**config.mk**
```make
export PLATFORM = sky130hd
export DESIGN_NAME = fser_regs
export DESIGN_NICKNAME = d
export VERILOG_FILES = /design/src/pkg/fser_pkg.sv /design/src/rtl/fser_buf.sv /design/src/rtl/fser_regs.sv
export SDC_FILE = /design/constraint.sdc
export NUM_CORES = 1
export LEC_CHECK = 0
export BUFFER_PORTS_ARGS = -buffer_cell sky130_fd_sc_hd__buf_2
export CORE_UTILIZATION = 50
export DETAILED_ROUTE_END_ITERATION = 10
export PLACE_DENSITY_LB_ADDON = 0.15
export SYNTH_ARGS = -nofsm -noshare
export SYNTH_HDL_FRONTEND = slang
export SYNTH_HIERARCHICAL = 1
export SYNTH_SLANG_ARGS = --single-unit
```
**constraint.sdc**
```tcl
create_clock -name clk -period 4.5 [get_ports clk]
set_clock_uncertainty 0.2 [all_clocks]
set_input_delay 1.125 -clock clk [delete_from_list [all_inputs] [get_ports clk]]
set_output_delay 1.125 -clock clk [all_outputs]
set_load 0.03 [all_outputs]
```
**src/pkg/fser_pkg.sv**
```systemverilog
package fser_pkg;

  localparam int DATA_W = 16;
  localparam int BYTE_W = 8;

  // Port select on the parallel bus
  localparam logic SEL_CSR  = 1'b0;
  localparam logic SEL_DATA = 1'b1;

  // command_status_word bit positions
  localparam int CS_GO      = 0;
  localparam int CS_FUNC_LO = 1;
  localparam int CS_UNIT    = 4;
  localparam int CS_DONE    = 5;
  localparam int CS_IE      = 6;
  localparam int CS_XFER    = 7;
  localparam int CS_INIT    = 14;
  localparam int CS_ERR     = 15;

  // drive_condition_flags bit positions
  localparam int FL_CRC = 0;
  localparam int FL_PAR = 1;
  localparam int FL_INI = 2;
  localparam int FL_DEL = 6;
  localparam int FL_RDY = 7;

  // Function codes
  localparam logic [2:0] FN_FILL   = 3'h0;
  localparam logic [2:0] FN_EMPTY  = 3'h1;
  localparam logic [2:0] FN_WRITE  = 3'h2;
  localparam logic [2:0] FN_READ   = 3'h3;
  localparam logic [2:0] FN_STATUS = 3'h5;
  localparam logic [2:0] FN_WRDEL  = 3'h6;
  localparam logic [2:0] FN_ERRREG = 3'h7;

  // failure_code values (octal 150 and 200)
  localparam logic [7:0] CODE_TRACK_MISMATCH = 8'h68;
  localparam logic [7:0] CODE_DATA_CRC       = 8'h80;

  // Address ranges (octal 114 tracks, octal 32 sectors)
  localparam logic [7:0] TRACK_COUNT  = 8'h4C;
  localparam logic [7:0] SECTOR_COUNT = 8'h1A;

  // What the media engine wants from the host next
  localparam logic [1:0] WANT_DATA   = 2'h0;
  localparam logic [1:0] WANT_SECTOR = 2'h1;
  localparam logic [1:0] WANT_TRACK  = 2'h2;

  // Reset values
  localparam logic        IE_RST    = 1'b0;
  localparam logic [7:0]  FLAGS_RST = 8'h00;
  localparam logic [7:0]  CODE_RST  = 8'h00;
  localparam logic [15:0] DATA_RST  = 16'h0000;
  localparam logic [7:0]  ADDR_RST  = 8'h00;

  typedef struct packed {
    logic exists;
    logic powered;
    logic media_in;
    logic door_closed;
    logic up_to_speed;
  } fser_drive_type;

  typedef struct packed {
    logic       done;
    logic       fail;
    logic       crc_err;
    logic       parity_err;
    logic       deleted;
    logic       init_done;
    logic       track_mismatch;
    logic       code_load;
    logic [7:0] code;
  } fser_evt_type;

  typedef struct packed {
    logic [2:0] func;
    logic       unit;
    logic       init;
  } fser_cmd_type;

endpackage

```
**src/rtl/fser_buf.sv**
```systemverilog
`timescale 1ns/1ps
`default_nettype none
module fser_buf #(
  parameter int WIDTH = 8,
  parameter int DEPTH = 2
) (
  input  wire logic             clk,
  input  wire logic             rst,
  input  wire logic             in_valid,
  input  wire logic [WIDTH-1:0] in_data,
  output logic                  in_ready,
  output logic                  out_valid,
  output logic      [WIDTH-1:0] out_data,
  input  wire logic             out_ready
);
  localparam int AW = (DEPTH > 1) ? $clog2(DEPTH) : 1;
  localparam logic [AW:0] FULL = (AW+1)'(DEPTH);

  initial begin
    if (DEPTH < 2 || (DEPTH & (DEPTH - 1)) != 0 || WIDTH < 1)
      $error("fser_buf: DEPTH must be a power of two >= 2");
  end

  logic [WIDTH-1:0] mem_reg [DEPTH];
  logic [AW-1:0]    wr_reg;
  logic [AW-1:0]    rd_reg;
  logic [AW:0]      cnt_reg;
  logic             push;
  logic             pop;

  assign in_ready  = (cnt_reg < FULL);
  assign out_valid = (cnt_reg != '0);
  assign out_data  = mem_reg[rd_reg];
  assign push      = in_valid && in_ready;
  assign pop       = out_valid && out_ready;

  always_ff @(posedge clk) begin
    if (push)
      mem_reg[wr_reg] <= in_data;
  end

  always_ff @(posedge clk) begin
    if (rst) begin
      wr_reg  <= '0;
      rd_reg  <= '0;
      cnt_reg <= '0;
    end else begin
      if (push)
        wr_reg <= wr_reg + 1'b1;
      if (pop)
        rd_reg <= rd_reg + 1'b1;
      if (push && !pop)
        cnt_reg <= cnt_reg + 1'b1;
      else if (pop && !push)
        cnt_reg <= cnt_reg - 1'b1;
    end
  end
endmodule
`default_nettype wire

```
**src/rtl/fser_regs.sv**
```systemverilog
// What this block does
// - All media bytes pass through data port
// - Track select keeps low byte only
// - Sector select keeps low byte only
// - Flags describe the unit-selected drive
// - Condition flags are read-only, protocol reached
// - Completion copies flags into data port, except function 111
// - Data CRC failure sets bit 0, error, done
// - Parity error sets bit 1, aborts function
// - Initialize completion sets bit 2
// - Deleted data mark sets bit 6
// - Ready bit only when drive fully ready
// - Read-only failure code register kept
// - Track mismatch loads failure code 150
// - Data CRC failure loads failure code 200
// - Busy data port works only under transfer request
// - Error bit set on failure, cleared on start
// - Function 111 copies failure code, then done
`timescale 1ns/1ps
`default_nettype none
module fser_regs #(
  parameter int BUF_DEPTH = 2
) (
  input  wire logic                    clk,
  input  wire logic                    rst,
  input  wire logic                    bus_sel,
  input  wire logic                    bus_wr,
  input  wire logic                    bus_rd,
  input  wire logic [15:0]             bus_wdata,
  output logic      [15:0]             bus_rdata,
  output logic                         cmd_start,
  output fser_pkg::fser_cmd_type       cmd,
  output logic                         cmd_abort,
  output logic      [7:0]              track_addr,
  output logic      [7:0]              sector_addr,
  output logic                         addr_ok,
  input  wire logic                    want_byte,
  input  wire logic [1:0]              want_kind,
  output logic                         host_byte_valid,
  output logic      [7:0]              host_byte,
  input  wire logic                    src_valid,
  input  wire logic [7:0]              src_data,
  output logic                         src_ready,
  input  wire fser_pkg::fser_evt_type  evt,
  input  wire fser_pkg::fser_drive_type drive0,
  input  wire fser_pkg::fser_drive_type drive1
);
  import fser_pkg::*;

  initial begin
    if (BUF_DEPTH < 2)
      $error("fser_regs: BUF_DEPTH must be at least 2");
  end

  function automatic logic drive_ready(input fser_drive_type d);
    drive_ready = d.exists && d.powered && d.media_in
                  && d.door_closed && d.up_to_speed;
  endfunction

  typedef enum logic [1:0] {S_IDLE, S_ENGINE, S_LOCAL, S_INIT} fser_state_type;

  ////////////////////////////////////////////////////////////////////////
  fser_state_type state_reg;
  logic           ie_reg;
  logic           done_reg;
  logic           err_reg;
  logic [7:0]     flags_reg;
  logic [7:0]     flags_next;
  logic [7:0]     code_reg;
  logic [15:0]    data_reg;
  logic [15:0]    rdata_reg;
  logic [7:0]     track_reg;
  logic [7:0]     sector_reg;
  logic           hb_valid_reg;
  logic [7:0]     hb_reg;
  logic           start_reg;
  logic           abort_reg;
  fser_cmd_type   cmd_reg;

  logic       busy;
  logic       buf_valid;
  logic [7:0] buf_data;
  logic       buf_pop;
  logic       transfer_request;
  logic       csr_wr;
  logic       data_wr;
  logic       data_rd;
  logic       go;
  logic       init_go;
  logic       finish;
  logic       fail_now;
  logic       sel_ready;

  assign busy     = (state_reg != S_IDLE);
  assign csr_wr   = bus_wr && (bus_sel == SEL_CSR);
  assign data_wr  = bus_wr && (bus_sel == SEL_DATA);
  assign data_rd  = bus_rd && (bus_sel == SEL_DATA);
  assign init_go  = csr_wr && bus_wdata[CS_INIT];
  assign go       = csr_wr && bus_wdata[CS_GO] && !busy && !init_go;
  // Engine must drop want_byte on the cycle host_byte_valid is seen
  assign transfer_request =
    busy && ((want_byte && !hb_valid_reg) || buf_valid);
  assign buf_pop  = data_rd && busy && buf_valid;
  assign sel_ready = cmd_reg.unit ? drive_ready(drive1)
                                  : drive_ready(drive0);
  assign fail_now = evt.fail || evt.parity_err || evt.crc_err;
  assign finish = (state_reg == S_ENGINE && (evt.done || evt.parity_err))
               || (state_reg == S_LOCAL)
               || (state_reg == S_INIT && evt.init_done);

  ////////////////////////////////////////////////////////////////////////
  // Media-to-host bytes; a slow host stalls the engine, not loses bytes
  fser_buf #(.WIDTH(BYTE_W), .DEPTH(BUF_DEPTH)) fser_buf_inst (
    .clk       (clk),
    .rst       (rst),
    .in_valid  (src_valid),
    .in_data   (src_data),
    .in_ready  (src_ready),
    .out_valid (buf_valid),
    .out_data  (buf_data),
    .out_ready (buf_pop)
  );

  ////////////////////////////////////////////////////////////////////////
  // Sequencer
  always_ff @(posedge clk) begin
    if (rst) begin
      state_reg <= S_IDLE;
      start_reg <= 1'b0;
      abort_reg <= 1'b0;
      cmd_reg   <= '0;
    end else begin
      start_reg <= 1'b0;
      abort_reg <= 1'b0;
      if (init_go) begin
        state_reg    <= S_INIT;
        start_reg    <= 1'b1;
        cmd_reg      <= '0;
        cmd_reg.init <= 1'b1;
      end else if (go) begin
        cmd_reg.func <= bus_wdata[CS_FUNC_LO +: 3];
        cmd_reg.unit <= bus_wdata[CS_UNIT];
        cmd_reg.init <= 1'b0;
        start_reg    <= 1'b1;
        if (bus_wdata[CS_FUNC_LO +: 3] == FN_STATUS ||
            bus_wdata[CS_FUNC_LO +: 3] == FN_ERRREG)
          state_reg <= S_LOCAL;
        else
          state_reg <= S_ENGINE;
      end else if (finish) begin
        state_reg <= S_IDLE;
        abort_reg <= (state_reg == S_ENGINE) && evt.parity_err;
      end
    end
  end

  ////////////////////////////////////////////////////////////////////////
  // Control bits of command_status_word
  always_ff @(posedge clk) begin
    if (rst) begin
      ie_reg   <= IE_RST;
      done_reg <= 1'b1;
      err_reg  <= 1'b0;
    end else begin
      if (csr_wr && !busy)
        ie_reg <= bus_wdata[CS_IE];
      if (go || init_go) begin
        done_reg <= 1'b0;
        err_reg  <= 1'b0;
      end
      // Set after clear so a coincident failure is never lost
      if (finish) begin
        done_reg <= 1'b1;
        if (state_reg == S_ENGINE && fail_now)
          err_reg <= 1'b1;
      end
    end
  end

  ////////////////////////////////////////////////////////////////////////
  // drive_condition_flags
  always_comb begin
    flags_next = flags_reg;
    if (go && (bus_wdata[CS_FUNC_LO +: 3] == FN_WRITE ||
               bus_wdata[CS_FUNC_LO +: 3] == FN_WRDEL ||
               bus_wdata[CS_FUNC_LO +: 3] == FN_READ)) begin
      flags_next[FL_CRC] = 1'b0;
      flags_next[FL_PAR] = 1'b0;
      flags_next[FL_DEL] = 1'b0;
    end
    if (state_reg == S_LOCAL && cmd_reg.func == FN_ERRREG)
      flags_next[6:0] = 7'h00;
    if (state_reg == S_ENGINE) begin
      if (evt.crc_err)
        flags_next[FL_CRC] = 1'b1;
      if (evt.parity_err)
        flags_next[FL_PAR] = 1'b1;
      if (evt.deleted)
        flags_next[FL_DEL] = 1'b1;
    end
    if (state_reg == S_INIT && evt.init_done) begin
      flags_next = FLAGS_RST;
      flags_next[FL_INI] = 1'b1;
      flags_next[FL_RDY] = drive_ready(drive0);
    end else if (finish) begin
      flags_next[FL_RDY] = sel_ready;
    end
    flags_next[5:3] = 3'h0;
  end

  always_ff @(posedge clk) begin
    if (rst)
      flags_reg <= FLAGS_RST;
    else
      flags_reg <= flags_next;
  end

  ////////////////////////////////////////////////////////////////////////
  // failure_code, loaded only by the device
  always_ff @(posedge clk) begin
    if (rst) begin
      code_reg <= CODE_RST;
    end else if (state_reg == S_ENGINE) begin
      if (evt.crc_err)
        code_reg <= CODE_DATA_CRC;
      else if (evt.track_mismatch)
        code_reg <= CODE_TRACK_MISMATCH;
      else if (evt.code_load)
        code_reg <= evt.code;
    end
  end

  ////////////////////////////////////////////////////////////////////////
  // media_data_port, track_select, sector_select, engine byte strobe
  always_ff @(posedge clk) begin
    if (rst) begin
      data_reg     <= DATA_RST;
      track_reg    <= ADDR_RST;
      sector_reg   <= ADDR_RST;
      hb_valid_reg <= 1'b0;
      hb_reg       <= 8'h00;
    end else begin
      hb_valid_reg <= 1'b0;
      if (finish) begin
        if (state_reg == S_LOCAL && cmd_reg.func == FN_ERRREG)
          data_reg <= {8'h00, code_reg};
        else
          data_reg <= {8'h00, flags_next};
      end else if (data_wr && !busy) begin
        data_reg <= bus_wdata;
      end else if (data_wr && transfer_request && !buf_valid) begin
        data_reg     <= bus_wdata;
        hb_valid_reg <= 1'b1;
        hb_reg       <= bus_wdata[7:0];
        if (want_kind == WANT_TRACK)
          track_reg <= bus_wdata[7:0];
        if (want_kind == WANT_SECTOR)
          sector_reg <= bus_wdata[7:0];
      end
    end
  end

  ////////////////////////////////////////////////////////////////////////
  // Read data; a busy read without transfer request returns stale data
  always_ff @(posedge clk) begin
    if (rst) begin
      rdata_reg <= 16'h0000;
    end else if (bus_rd) begin
      if (bus_sel == SEL_CSR)
        rdata_reg <= {err_reg, 7'h00, transfer_request, ie_reg,
                      done_reg, 5'h00};
      else if (buf_pop)
        rdata_reg <= {8'h00, buf_data};
      else
        rdata_reg <= data_reg;
    end
  end

  assign bus_rdata       = rdata_reg;
  assign cmd_start       = start_reg;
  assign cmd             = cmd_reg;
  assign cmd_abort       = abort_reg;
  assign track_addr      = track_reg;
  assign sector_addr     = sector_reg;
  assign addr_ok = (track_reg < TRACK_COUNT) && (sector_reg < SECTOR_COUNT);
  assign host_byte_valid = hb_valid_reg;
  assign host_byte       = hb_reg;
endmodule
`default_nettype wire

```
==> results of run 1 <==
## stage by stage
stage,instances,total power [mW]
floorplan,474,1.21
global placement,651,1.29
detailed placement,651,1.29
CTS,667,1.83
global route,667,1.89
finish,667,1.82
## layout make-up
class | count | area [um2] | share of cell area, %
clock inverter | 7 | 55.1 | 1.08
clock buffer | 9 | 124 | 2.44
multi-input combinational | 326 | 1970 | 38.8
tap | 105 | 131 | 2.58
timing repair buffer | 114 | 586 | 11.5
sequential | 102 | 2200 | 43.3
inverter | 4 | 15.0 | 0.295
## power by group through the flow
stage                     Clock (mW)  Sequential, mW  Combinational (mW)
after global routing           0.590            1.01               0.294
after CTS                      0.554            1.00               0.270
after floorplan                    0            1.03               0.178
after global placement             0            1.02               0.265
after detailed placement           0            1.03               0.269
final                          0.540            1.00               0.271
## cell families (layout without fill, tap and decap cells)
kind of cell,count (synthesis),in the layout,share of synthesized area (%)
buf+inv,46,134,4.88
flops,102,102,50.2
simple gates,172,172,20.4
mux,16,16,3.88
fa+ha+maj,1,1,0.285
xor+xnor,4,4,0.799
compound gates,133,133,19.6
## routing by layer
metal,wire length (um),vias up
met5,0,-
met4,273,0
met3,542,24
met2,5150,139
met1,4960,1864
li1,-,1918
## final timing paths
check | startpoint | to | cells past startpoint
min | code_reg[1] | code_reg[1] | 2
max | want_byte | sector_addr[1] | 5
min reg2reg | code_reg[1] | code_reg[1] | 2
max reg2reg | fser_buf_inst/cnt_reg[0] | sector_addr[1] | 5
## synthesized netlist by cell type, drive strengths merged (2+ instances only)
| master | number |
|---|---|
| a2111oi | 4 |
| a211o | 2 |
| a211oi | 6 |
| a21oi | 53 |
| a22oi | 11 |
| a2bb2oi | 5 |
| a31o | 2 |
| a31oi | 6 |
| and2 | 4 |
| buf | 19 |
| clkbuf | 23 |
| dfxtp | 86 |
| edfxtp | 16 |
| inv | 4 |
| mux2 | 8 |
| mux2i | 8 |
| nand2 | 30 |
| nand2b | 6 |
| nand3 | 35 |
| nand4 | 22 |
| nor2 | 26 |
| nor2b | 10 |
| nor3 | 18 |
| nor3b | 2 |
| nor4 | 5 |
| nor4b | 2 |
| o21ai | 15 |
| o21bai | 4 |
| o31ai | 17 |
| or2 | 3 |
| or3 | 5 |
| xor2 | 3 |
## worst max-delay path, delay by kind of cell
family                 cells  cell delay, ns
buffers and inverters      1            0.10
and+or+nand+nor            2            1.10
AOI/OAI and AO/OA          2            0.49
==> flow_summary_export.csv, run 1 <==
group,metric,value,unit
run_status,outcome,"finished, final reports clean",
global_route,met1_usage,31.9,%
placed_design,pre_cts_ws,1.34,ns
logic_synthesis,synth_edf_count,16,
setup_path,reg2reg_slack,1.82,ns
power_and_ir_drop,sw_frac_of_total,29.2,%
floorplanning,num_rows,33,
cts,cts_hold_buf,0,
setup_path,arrival,2.82,ns
setup_path,cp-end-kind,"flop",
finish,finalCoreUtilization,61.0,%
setup_path,crit_type,"in2reg",
finish,layout.cells.most_common_list,"108 x buf_2, 86 x dfxtp_1, 52 x a21oi_1, 35 x nand3_1, 30 x nand2_1",
power_and_ir_drop,power.density,357,mW/mm2
power_and_ir_drop,power.leakage,2.01,nW
global_route,track_usage,23.9,%
cts,cts_max_level,3,
sta,fmaxAchievable,356,MHz
placed_design,place_area,0.00491,mm2
power_and_ir_drop,pwr-share-seq,55.3,%
finish,layout_commonest_cell,"buf_2",
finish,drive_above_1_share,26.2,%
floorplanning,die_x,95.6,um
setup_path,start_kind,"input port",
logic_synthesis,yosys_warnings,6,
power_and_ir_drop,p_switching,0.531,mW
setup_path,required,4.51,ns
run,drv_cap,0,
logic_synthesis,synthArstFlopShare,0,%
drt,finalWirelength,10900,um
sta,setup_viol,0,
logic_synthesis,syn_nets,534,
global_route,grt_pass1_wl,16800,um
finish,fin_area,0.00508,mm2
sta,max-slew-margin-rel,21.0,%
global_route,grt_use_met2,38.8,%
floorplanning,initial_utilization,52.6,%
sta,rsz0062_at_grt,"no",
drt,drtPass1Iterations,4,
cts,cts_buffers,9,
floorplanning,fp.dieArea,0.00914,mm2
worst_hold_path,hp-class,"reg2reg",
logic_synthesis,syn-cell-area,0.00438,mm2
floorplanning,ios,109,
cts,post_cts_buffers,0,
drt,vias_per_cell,5.91,
drt,drcViolationCount,0,
sta,maxSlewViolCount,0,
power_and_ir_drop,p_clk_share,29.8,%
sta,fin_crit_sh,62.3,%
setup_path,crit_fanout,25,
logic_synthesis,yosysSeqAreaShare,50.2,%
sta,hold_viol_final,0,
cts,post_cts_resized,0,
drt,wl_per_cell,16.4,um
drt,antenna_left,0,
global_route,grt_pass1_vias,3467,
setup_path,cpMaxStageDelayCell,"or3_1",
sta,worst_pin_slew,1.17,ns
logic_synthesis,synth_ff_type,"dfxtp_1",
sta,whs,0.261,ns
global_route,grt_max_degree,51,
finish,fillerInstances,748,
drt,drt_iter0_drc,198,
logic_synthesis,synth_cell_types,53,
power_and_ir_drop,ir_drop,0.000195,V
cts,clockBufferDepth,2,
logic_synthesis,ys_ff_latch,102,
floorplanning,core,0.00834,mm2
finish,syn_to_final_growth,16.0,%
sta,fin_ws,1.69,ns
sta,fin_crit,2.81,ns
logic_synthesis,avgSynthCellArea,9.25,um2
cts,cts_sinks,102,
floorplanning,die_y,95.6,um
logic_synthesis,yosysTopAreaCellShare,39.3,%
placed_design,routabilityCongestion,0.828,
cts,clkLatencyLatePin,0.36,ns
global_route,grt.overflow.total,0,
setup_path,crit_chain,"buf_2, or3b_4, or3_1, o31ai_1, a21oi_1",
global_route,antenna_found_initial,0,
global_route,grt_use_met3,3.11,%
finish,diodes,0,
logic_synthesis,postSynthCellCount,474,
logic_synthesis,synth_top_cell_by_area,"dfxtp_1",
logic_synthesis,synth.area.top_cells,"dfxtp_1 39%, edfxtp_1 11%, a21oi_1 5.9%",
drt,vias,3945,
cts,cts_root_buffer,"clkbuf_8",
placed_design,dp_hpwl,7620,um
setup_path,cpPeakStageDelay,0.69,ns
global_route,busiest_layer,"met2",
placed_design,io_buffers,108,
power_and_ir_drop,intPower,1.28,mW
sta,tns,0,ns
cts,clkTransAtPathRegs,0.10,ns
finish,nets,617,
power_and_ir_drop,share_comb_of_total_power,14.9,%
cts,cts_tree,"done",
Power figures use the tool's default switching activity.
==> inputs of run 2 (changes only) <==
CORE_UTILIZATION = 48   (was 50)
clock period = 2.3 ns   (was 4.5 ns; I/O delays follow)
==> run 2 against run 1 <==
- sequential share of layout area shrank 2.7 points
- sequential power grew 96%
- final area increased by 6.7%
- worst setup slack got worse by 1.6 ns
- hold slack got worse by 0.073 ns
- final cell count up 4.3%
- non-clock buffer count up 26
- die area up 4.1%
- clock-buffer cell count unchanged
- via count increased by 1.9%
- largest power group unchanged
==> flow_summary_export.csv, run 2 (synthesis results as in run 1) <==
group,metric,value,unit
finish,register_area,0.00220,mm2
global_route,track_usage,24.3,%
cts,cts_max_level,3,
setup_path,start_kind,"flop",
cts,post_cts_buffers,0,
sta,whs,0.188,ns
finish,layout.cells.most_common_list,"108 x buf_2, 86 x dfxtp_1, 52 x a21oi_1, 35 x nand3_1, 30 x nand2_1",
finish,fin_area,0.00543,mm2
sta,fin_crit_sh,97.1,%
placed_design,dp_hpwl,8110,um
drt,antenna_left,0,
setup_path,crit_type,"reg2reg",
cts,cts_sinks,102,
drt,finalWirelength,11400,um
finish,diodes,0,
sta,rsz0062_at_grt,"yes",
worst_hold_path,min_path_cells,1,
floorplanning,ios,109,
global_route,grt_pass1_wl,18700,um
drt,drtPass1Iterations,4,
cts,cts_tree,"done",
cts,clkLatencyLatePin,0.36,ns
setup_path,cp-end-kind,"flop",
drt,drcViolationCount,0,
sta,fin_ws,0.0667,ns
cts,cts_root_buffer,"clkbuf_8",
setup_path,crit_fanout,25,
sta,max-slew-margin-rel,60.1,%
finish,nets,643,
sta,maxSlewViolCount,0,
global_route,grt.overflow.total,0,
power_and_ir_drop,ir_drop,0.000372,V
setup_path,reg2reg_depth,6,
worst_hold_path,hp-class,"in2reg",
finish,drive_above_1_share,30.6,%
setup_path,arrival,2.26,ns
finish,layout_commonest_cell,"buf_2",
finish,finalCoreUtilization,61.9,%
sta,hold_viol_final,0,
floorplanning,fp.dieArea,0.00952,mm2
floorplanning,initial_utilization,50.0,%
run,drv_cap,0,
sta,worst_pin_slew,0.597,ns
floorplanning,core,0.00876,mm2
placed_design,pre_cts_ws,0.0233,ns
drt,vias_per_cell,5.78,
sta,tns,0,ns
sta,fin_crit,2.23,ns
cts,cts_buffers,9,
placed_design,place_area,0.00520,mm2
run_status,outcome,"finished, final reports clean",
power_and_ir_drop,power.leakage,2.18,nW
sta,fmaxAchievable,448,MHz
drt,vias,4020,
global_route,grt_max_degree,41,
global_route,antenna_found_initial,0,
placed_design,io_buffers,108,
cts,clockBufferDepth,2,
placed_design,routabilityCongestion,0.804,
sta,setup_viol,0,
cts,clkTransAtPathRegs,0.10,ns
floorplanning,die_y,97.6,um
floorplanning,num_rows,34,
setup_path,required,2.33,ns
global_route,grt_pass1_vias,3721,
drt,wl_per_cell,16.4,um
finish,multiInputGateArea,0.00200,mm2
cts,cts_hold_buf,0,
power_and_ir_drop,power.density,695,mW/mm2
floorplanning,die_x,97.6,um
finish,fillerInstances,771,
finish,syn_to_final_growth,23.8,%
drt,drt_iter0_drc,243,
==> run 2: final timing paths <==
| kind | slack [ns] | startpoint | endpoint |
|---|---|---|---|
| setup / recovery | 0.07 | fser_buf_inst/cnt_reg[0] | track_addr[1] |
| setup reg to reg | 0.07 | fser_buf_inst/cnt_reg[0] | track_addr[1] |
| hold / removal | 0.19 | src_data[3] | fser_buf_inst/mem_reg[1][3] |
| hold reg to reg | 0.26 | code_reg[6] | code_reg[6] |
==> run 2: metal layers <==
metal | vias up | GRT usage [%] | wire length, um
met5 | - | 0 | 0
met4 | 0 | 9.39 | 199
met3 | 19 | 2.88 | 563
met2 | 135 | 37.7 | 5310
met1 | 1892 | 34.7 | 5360
li1 | 1974 | - | -
==> run 2: metrics by stage <==
stage / cells / power [mW]
floorplan: 474 / 2.36
global placement: 680 / 2.61
detailed placement: 680 / 2.63
CTS: 696 / 3.77
global route: 696 / 3.92
finish: 696 / 3.77
==> run 2: layout make-up <==
| cell class | instances | share of cell area [%] |
|---|---|---|
| clock buffer | 9 | 2.28 |
| clock inverter | 7 | 1.43 |
| inverter | 4 | 0.277 |
| multi-input combinational | 326 | 36.9 |
| sequential | 102 | 40.6 |
| tap | 108 | 2.49 |
| timing repair buffer | 140 | 16.0 |
==> run 2: critical path, cell delays in order, from the launching register on <==
cell     delay [ns]
dfxtp_1        0.32
or2_2          0.30
or3b_4         0.40
or3_1          0.36
buf_12         0.18
o31ai_1        0.23
a21oi_1        0.09
==> run 2: where the power goes <==
part / switching (mW) / internal (mW)
logic: 0.373 / 0.267
clock network: 0.655 / 0.517
registers: 0.0481 / 1.91
total: 1.08 / 2.69
==> run 2: repair_timing <==
action,CTS,global route
setup endpoints to repair,0,7
hold endpoints to repair,0,0
resized for setup,0,5
==> inputs of run 3 (changes only) <==
==> constraint.sdc (replaced) <==
create_clock -name clk -period 2.3 [get_ports clk]
set_clock_uncertainty 0.2 [all_clocks]
set_input_delay 0.46 -clock clk [delete_from_list [all_inputs] [get_ports clk]]
set_output_delay 0.46 -clock clk [all_outputs]
set_load 0.03 [all_outputs]
==> run 3 against run 2 <==
- combinational power fell by 3.8%
- clock power fell by 15%
- flip-flop and latch count did not move
- worst setup slack got worse by 0.021 ns
- global-route usage barely moved
- hold slack got worse by 0.10 ns
- clock-buffer cell count rose by 1
- maximum frequency fell by 0.91%
- routed wire length fell by 1.2%
- utilization fell by 0.89 points
- critical path depth did not move
- final cell count fell by 0.72%
- highest routed layer unchanged
==> flow_summary_export.csv, run 3 (synthesis results as in run 1) <==
group,metric,value,unit
global_route,grt_pass1_vias,3736,
global_route,track_usage,24.3,%
global_route,grt.overflow.total,0,
cts,cts_tree,"done",
finish,fillerInstances,797,
floorplanning,num_rows,34,
setup_path,critPathLaunch,"fser_buf_inst/cnt_reg[0]",
setup_path,critPathCapture,"track_addr[1]",
global_route,grt_max_degree,43,
floorplanning,initial_utilization,50.0,%
setup_path,cp_top_family,"simple AND/OR/NAND/NOR gates",
setup_path,crit_chain,"or2_2, or3b_4, or3_4, buf_12, o31ai_1, a21oi_1",
global_route,antenna_found_initial,0,
setup_path,crit_type,"reg2reg",
finish,layout.cells.most_common_list,"108 x buf_2, 85 x dfxtp_1, 52 x a21oi_1, 35 x nand3_1, 30 x nand2_1",
finish,diodes,0,
global_route,grt_pass1_wl,18800,um
placed_design,routabilityCongestion,0.797,
floorplanning,die_y,97.6,um
cts,clockBufferDepth,2,
placed_design,dp_hpwl,8150,um
setup_path,cp_num_buf_inv,1,
finish,syn_to_final_growth,22.0,%
setup_path,r2r-end,"track_addr[1]",
setup_path,start_kind,"flop",
cts,clkLatencyLatePin,0.36,ns
sta,fin_crit,2.25,ns
placed_design,post-place-cells,675,
drt,finalWirelength,11300,um
setup_path,crit_fanout,25,
placed_design,io_buffers,108,
cts,cts_root_buffer,"clkbuf_8",
setup_path,required,2.32,ns
cts,post_cts_buffers,0,
sta,worst_pin_slew,0.688,ns
finish,finalCoreUtilization,61.0,%
floorplanning,core,0.00876,mm2
power_and_ir_drop,power.leakage,2.13,nW
setup_path,cpMaxStageDelayCell,"or3b_4",
sta,tns,0,ns
floorplanning,ios,109,
drt,antenna_left,0,
cts,cts_max_level,3,
sta,hold_viol_final,0,
power_and_ir_drop,power,3.57,mW
power_and_ir_drop,ir_drop,0.000295,V
finish,nets,638,
setup_path,reg2reg_depth,6,
drt,wl_per_cell,16.3,um
setup_path,arrival,2.28,ns
run,drv_cap,0,
floorplanning,die_x,97.6,um
setup_path,cp.depth,6,
floorplanning,fp.dieArea,0.00952,mm2
drt,drcViolationCount,0,
sta,setup_viol,0,
finish,drive_above_1_share,30.0,%
sta,fin_crit_sh,98.0,%
setup_path,cp-end-kind,"flop",
sta,maxSlewViolCount,0,
drt,drtPass1Iterations,6,
cts,cts_sinks,102,
worst_hold_path,hp-class,"in2reg",
setup_path,reg2reg_slack,0.05,ns
drt,vias,4020,
setup_path,worstReg2RegStart,"fser_buf_inst/cnt_reg[0]",
cts,cts_buffers,9,
setup_path,cpPeakStageDelay,0.41,ns
drt,vias_per_cell,5.82,
run_status,outcome,"finished, final reports clean",
cts,clkTransAtPathRegs,0.09,ns
drt,drt_iter0_drc,265,
sta,fmaxAchievable,444,MHz
finish,layout_commonest_cell,"buf_2",
finish,final_cells,691,
sta,max-slew-margin-rel,53.7,%
power_and_ir_drop,power.density,667,mW/mm2
run 3: changes by cell type in the layout (fill, tap and decap cells not counted), sizes merged:
cell	delta
inv	-4
buf	-5
clkinv	+2
clkinvlp	+2
bufinv	-1
clkbuf	+1
run 3: worst min-delay path by stage:
stage | startpoint | end | depth (start not counted)
2_1_floorplan | done_reg | done_reg | 1
3_3_place_gp | data_reg[13] | data_reg[13] | 2
3_5_place_dp | done_reg | done_reg | 1
4_1_cts | src_data[3] | fser_buf_inst/mem_reg[1][3] | 1
5_1_grt | src_data[3] | fser_buf_inst/mem_reg[1][3] | 1
6_report | src_data[3] | fser_buf_inst/mem_reg[1][3] | 1
run 3: per-layer routing:
layer | vias to the layer above | GRT usage [%] | wire length [um]
met3 | 9 | 3.67 | 675
met2 | 140 | 37.6 | 5420
li1 | 1959 | - | -
met1 | 1912 | 35.7 | 5110
met4 | 0 | 6.00 | 88
met5 | - | 0 | 0
run 3: worst register-to-register path, stage by stage, from the launching register on:
cell	delay (ns)
dfxtp_1	0.32
or2_2	0.33
or3b_4	0.41
or3_4	0.35
buf_12	0.17
o31ai_1	0.25
a21oi_1	0.10
run 3: layout make-up:
class / instances / area, um2 / share of cell area [%]
clock inverters: 6 / 38.8 / 0.725
multi-input cells: 326 / 2010 / 37.6
clock buffers: 10 / 128 / 2.39
repair buffers: 135 / 818 / 15.3
well taps: 108 / 135 / 2.53
inverters: 4 / 15.0 / 0.281
flip-flops and latches: 102 / 2200 / 41.2
run 3: where the power goes:
| group | total (mW) | internal [mW] | switching [mW] | leakage (nW) |
|---|---|---|---|---|
| registers | 1.96 | 1.91 | 0.0483 | 0.848 |
| logic | 0.616 | 0.252 | 0.364 | 1.20 |
| clock network | 0.996 | 0.389 | 0.607 | 0.0760 |
| total | 3.57 | 2.55 | 1.02 | 2.13 |
run 3: what timing repair did:
action | 4_1_cts | 5_1_grt
hold buffers | 0 | 0
setup endpoints to repair | 0 | 13
resized for setup | 0 | 8
run 3: through the flow:
step	hold slack, ns	area, um2	worst slack (ns)
finish	0.0860	5350	0.0462
global placement	0.249	5150	0.0798
floorplan	0.231	4380	0.0108
global route	0.0662	5350	-0.00979
CTS	0.0638	5320	0.0275
detailed placement	0.257	5150	0.0346
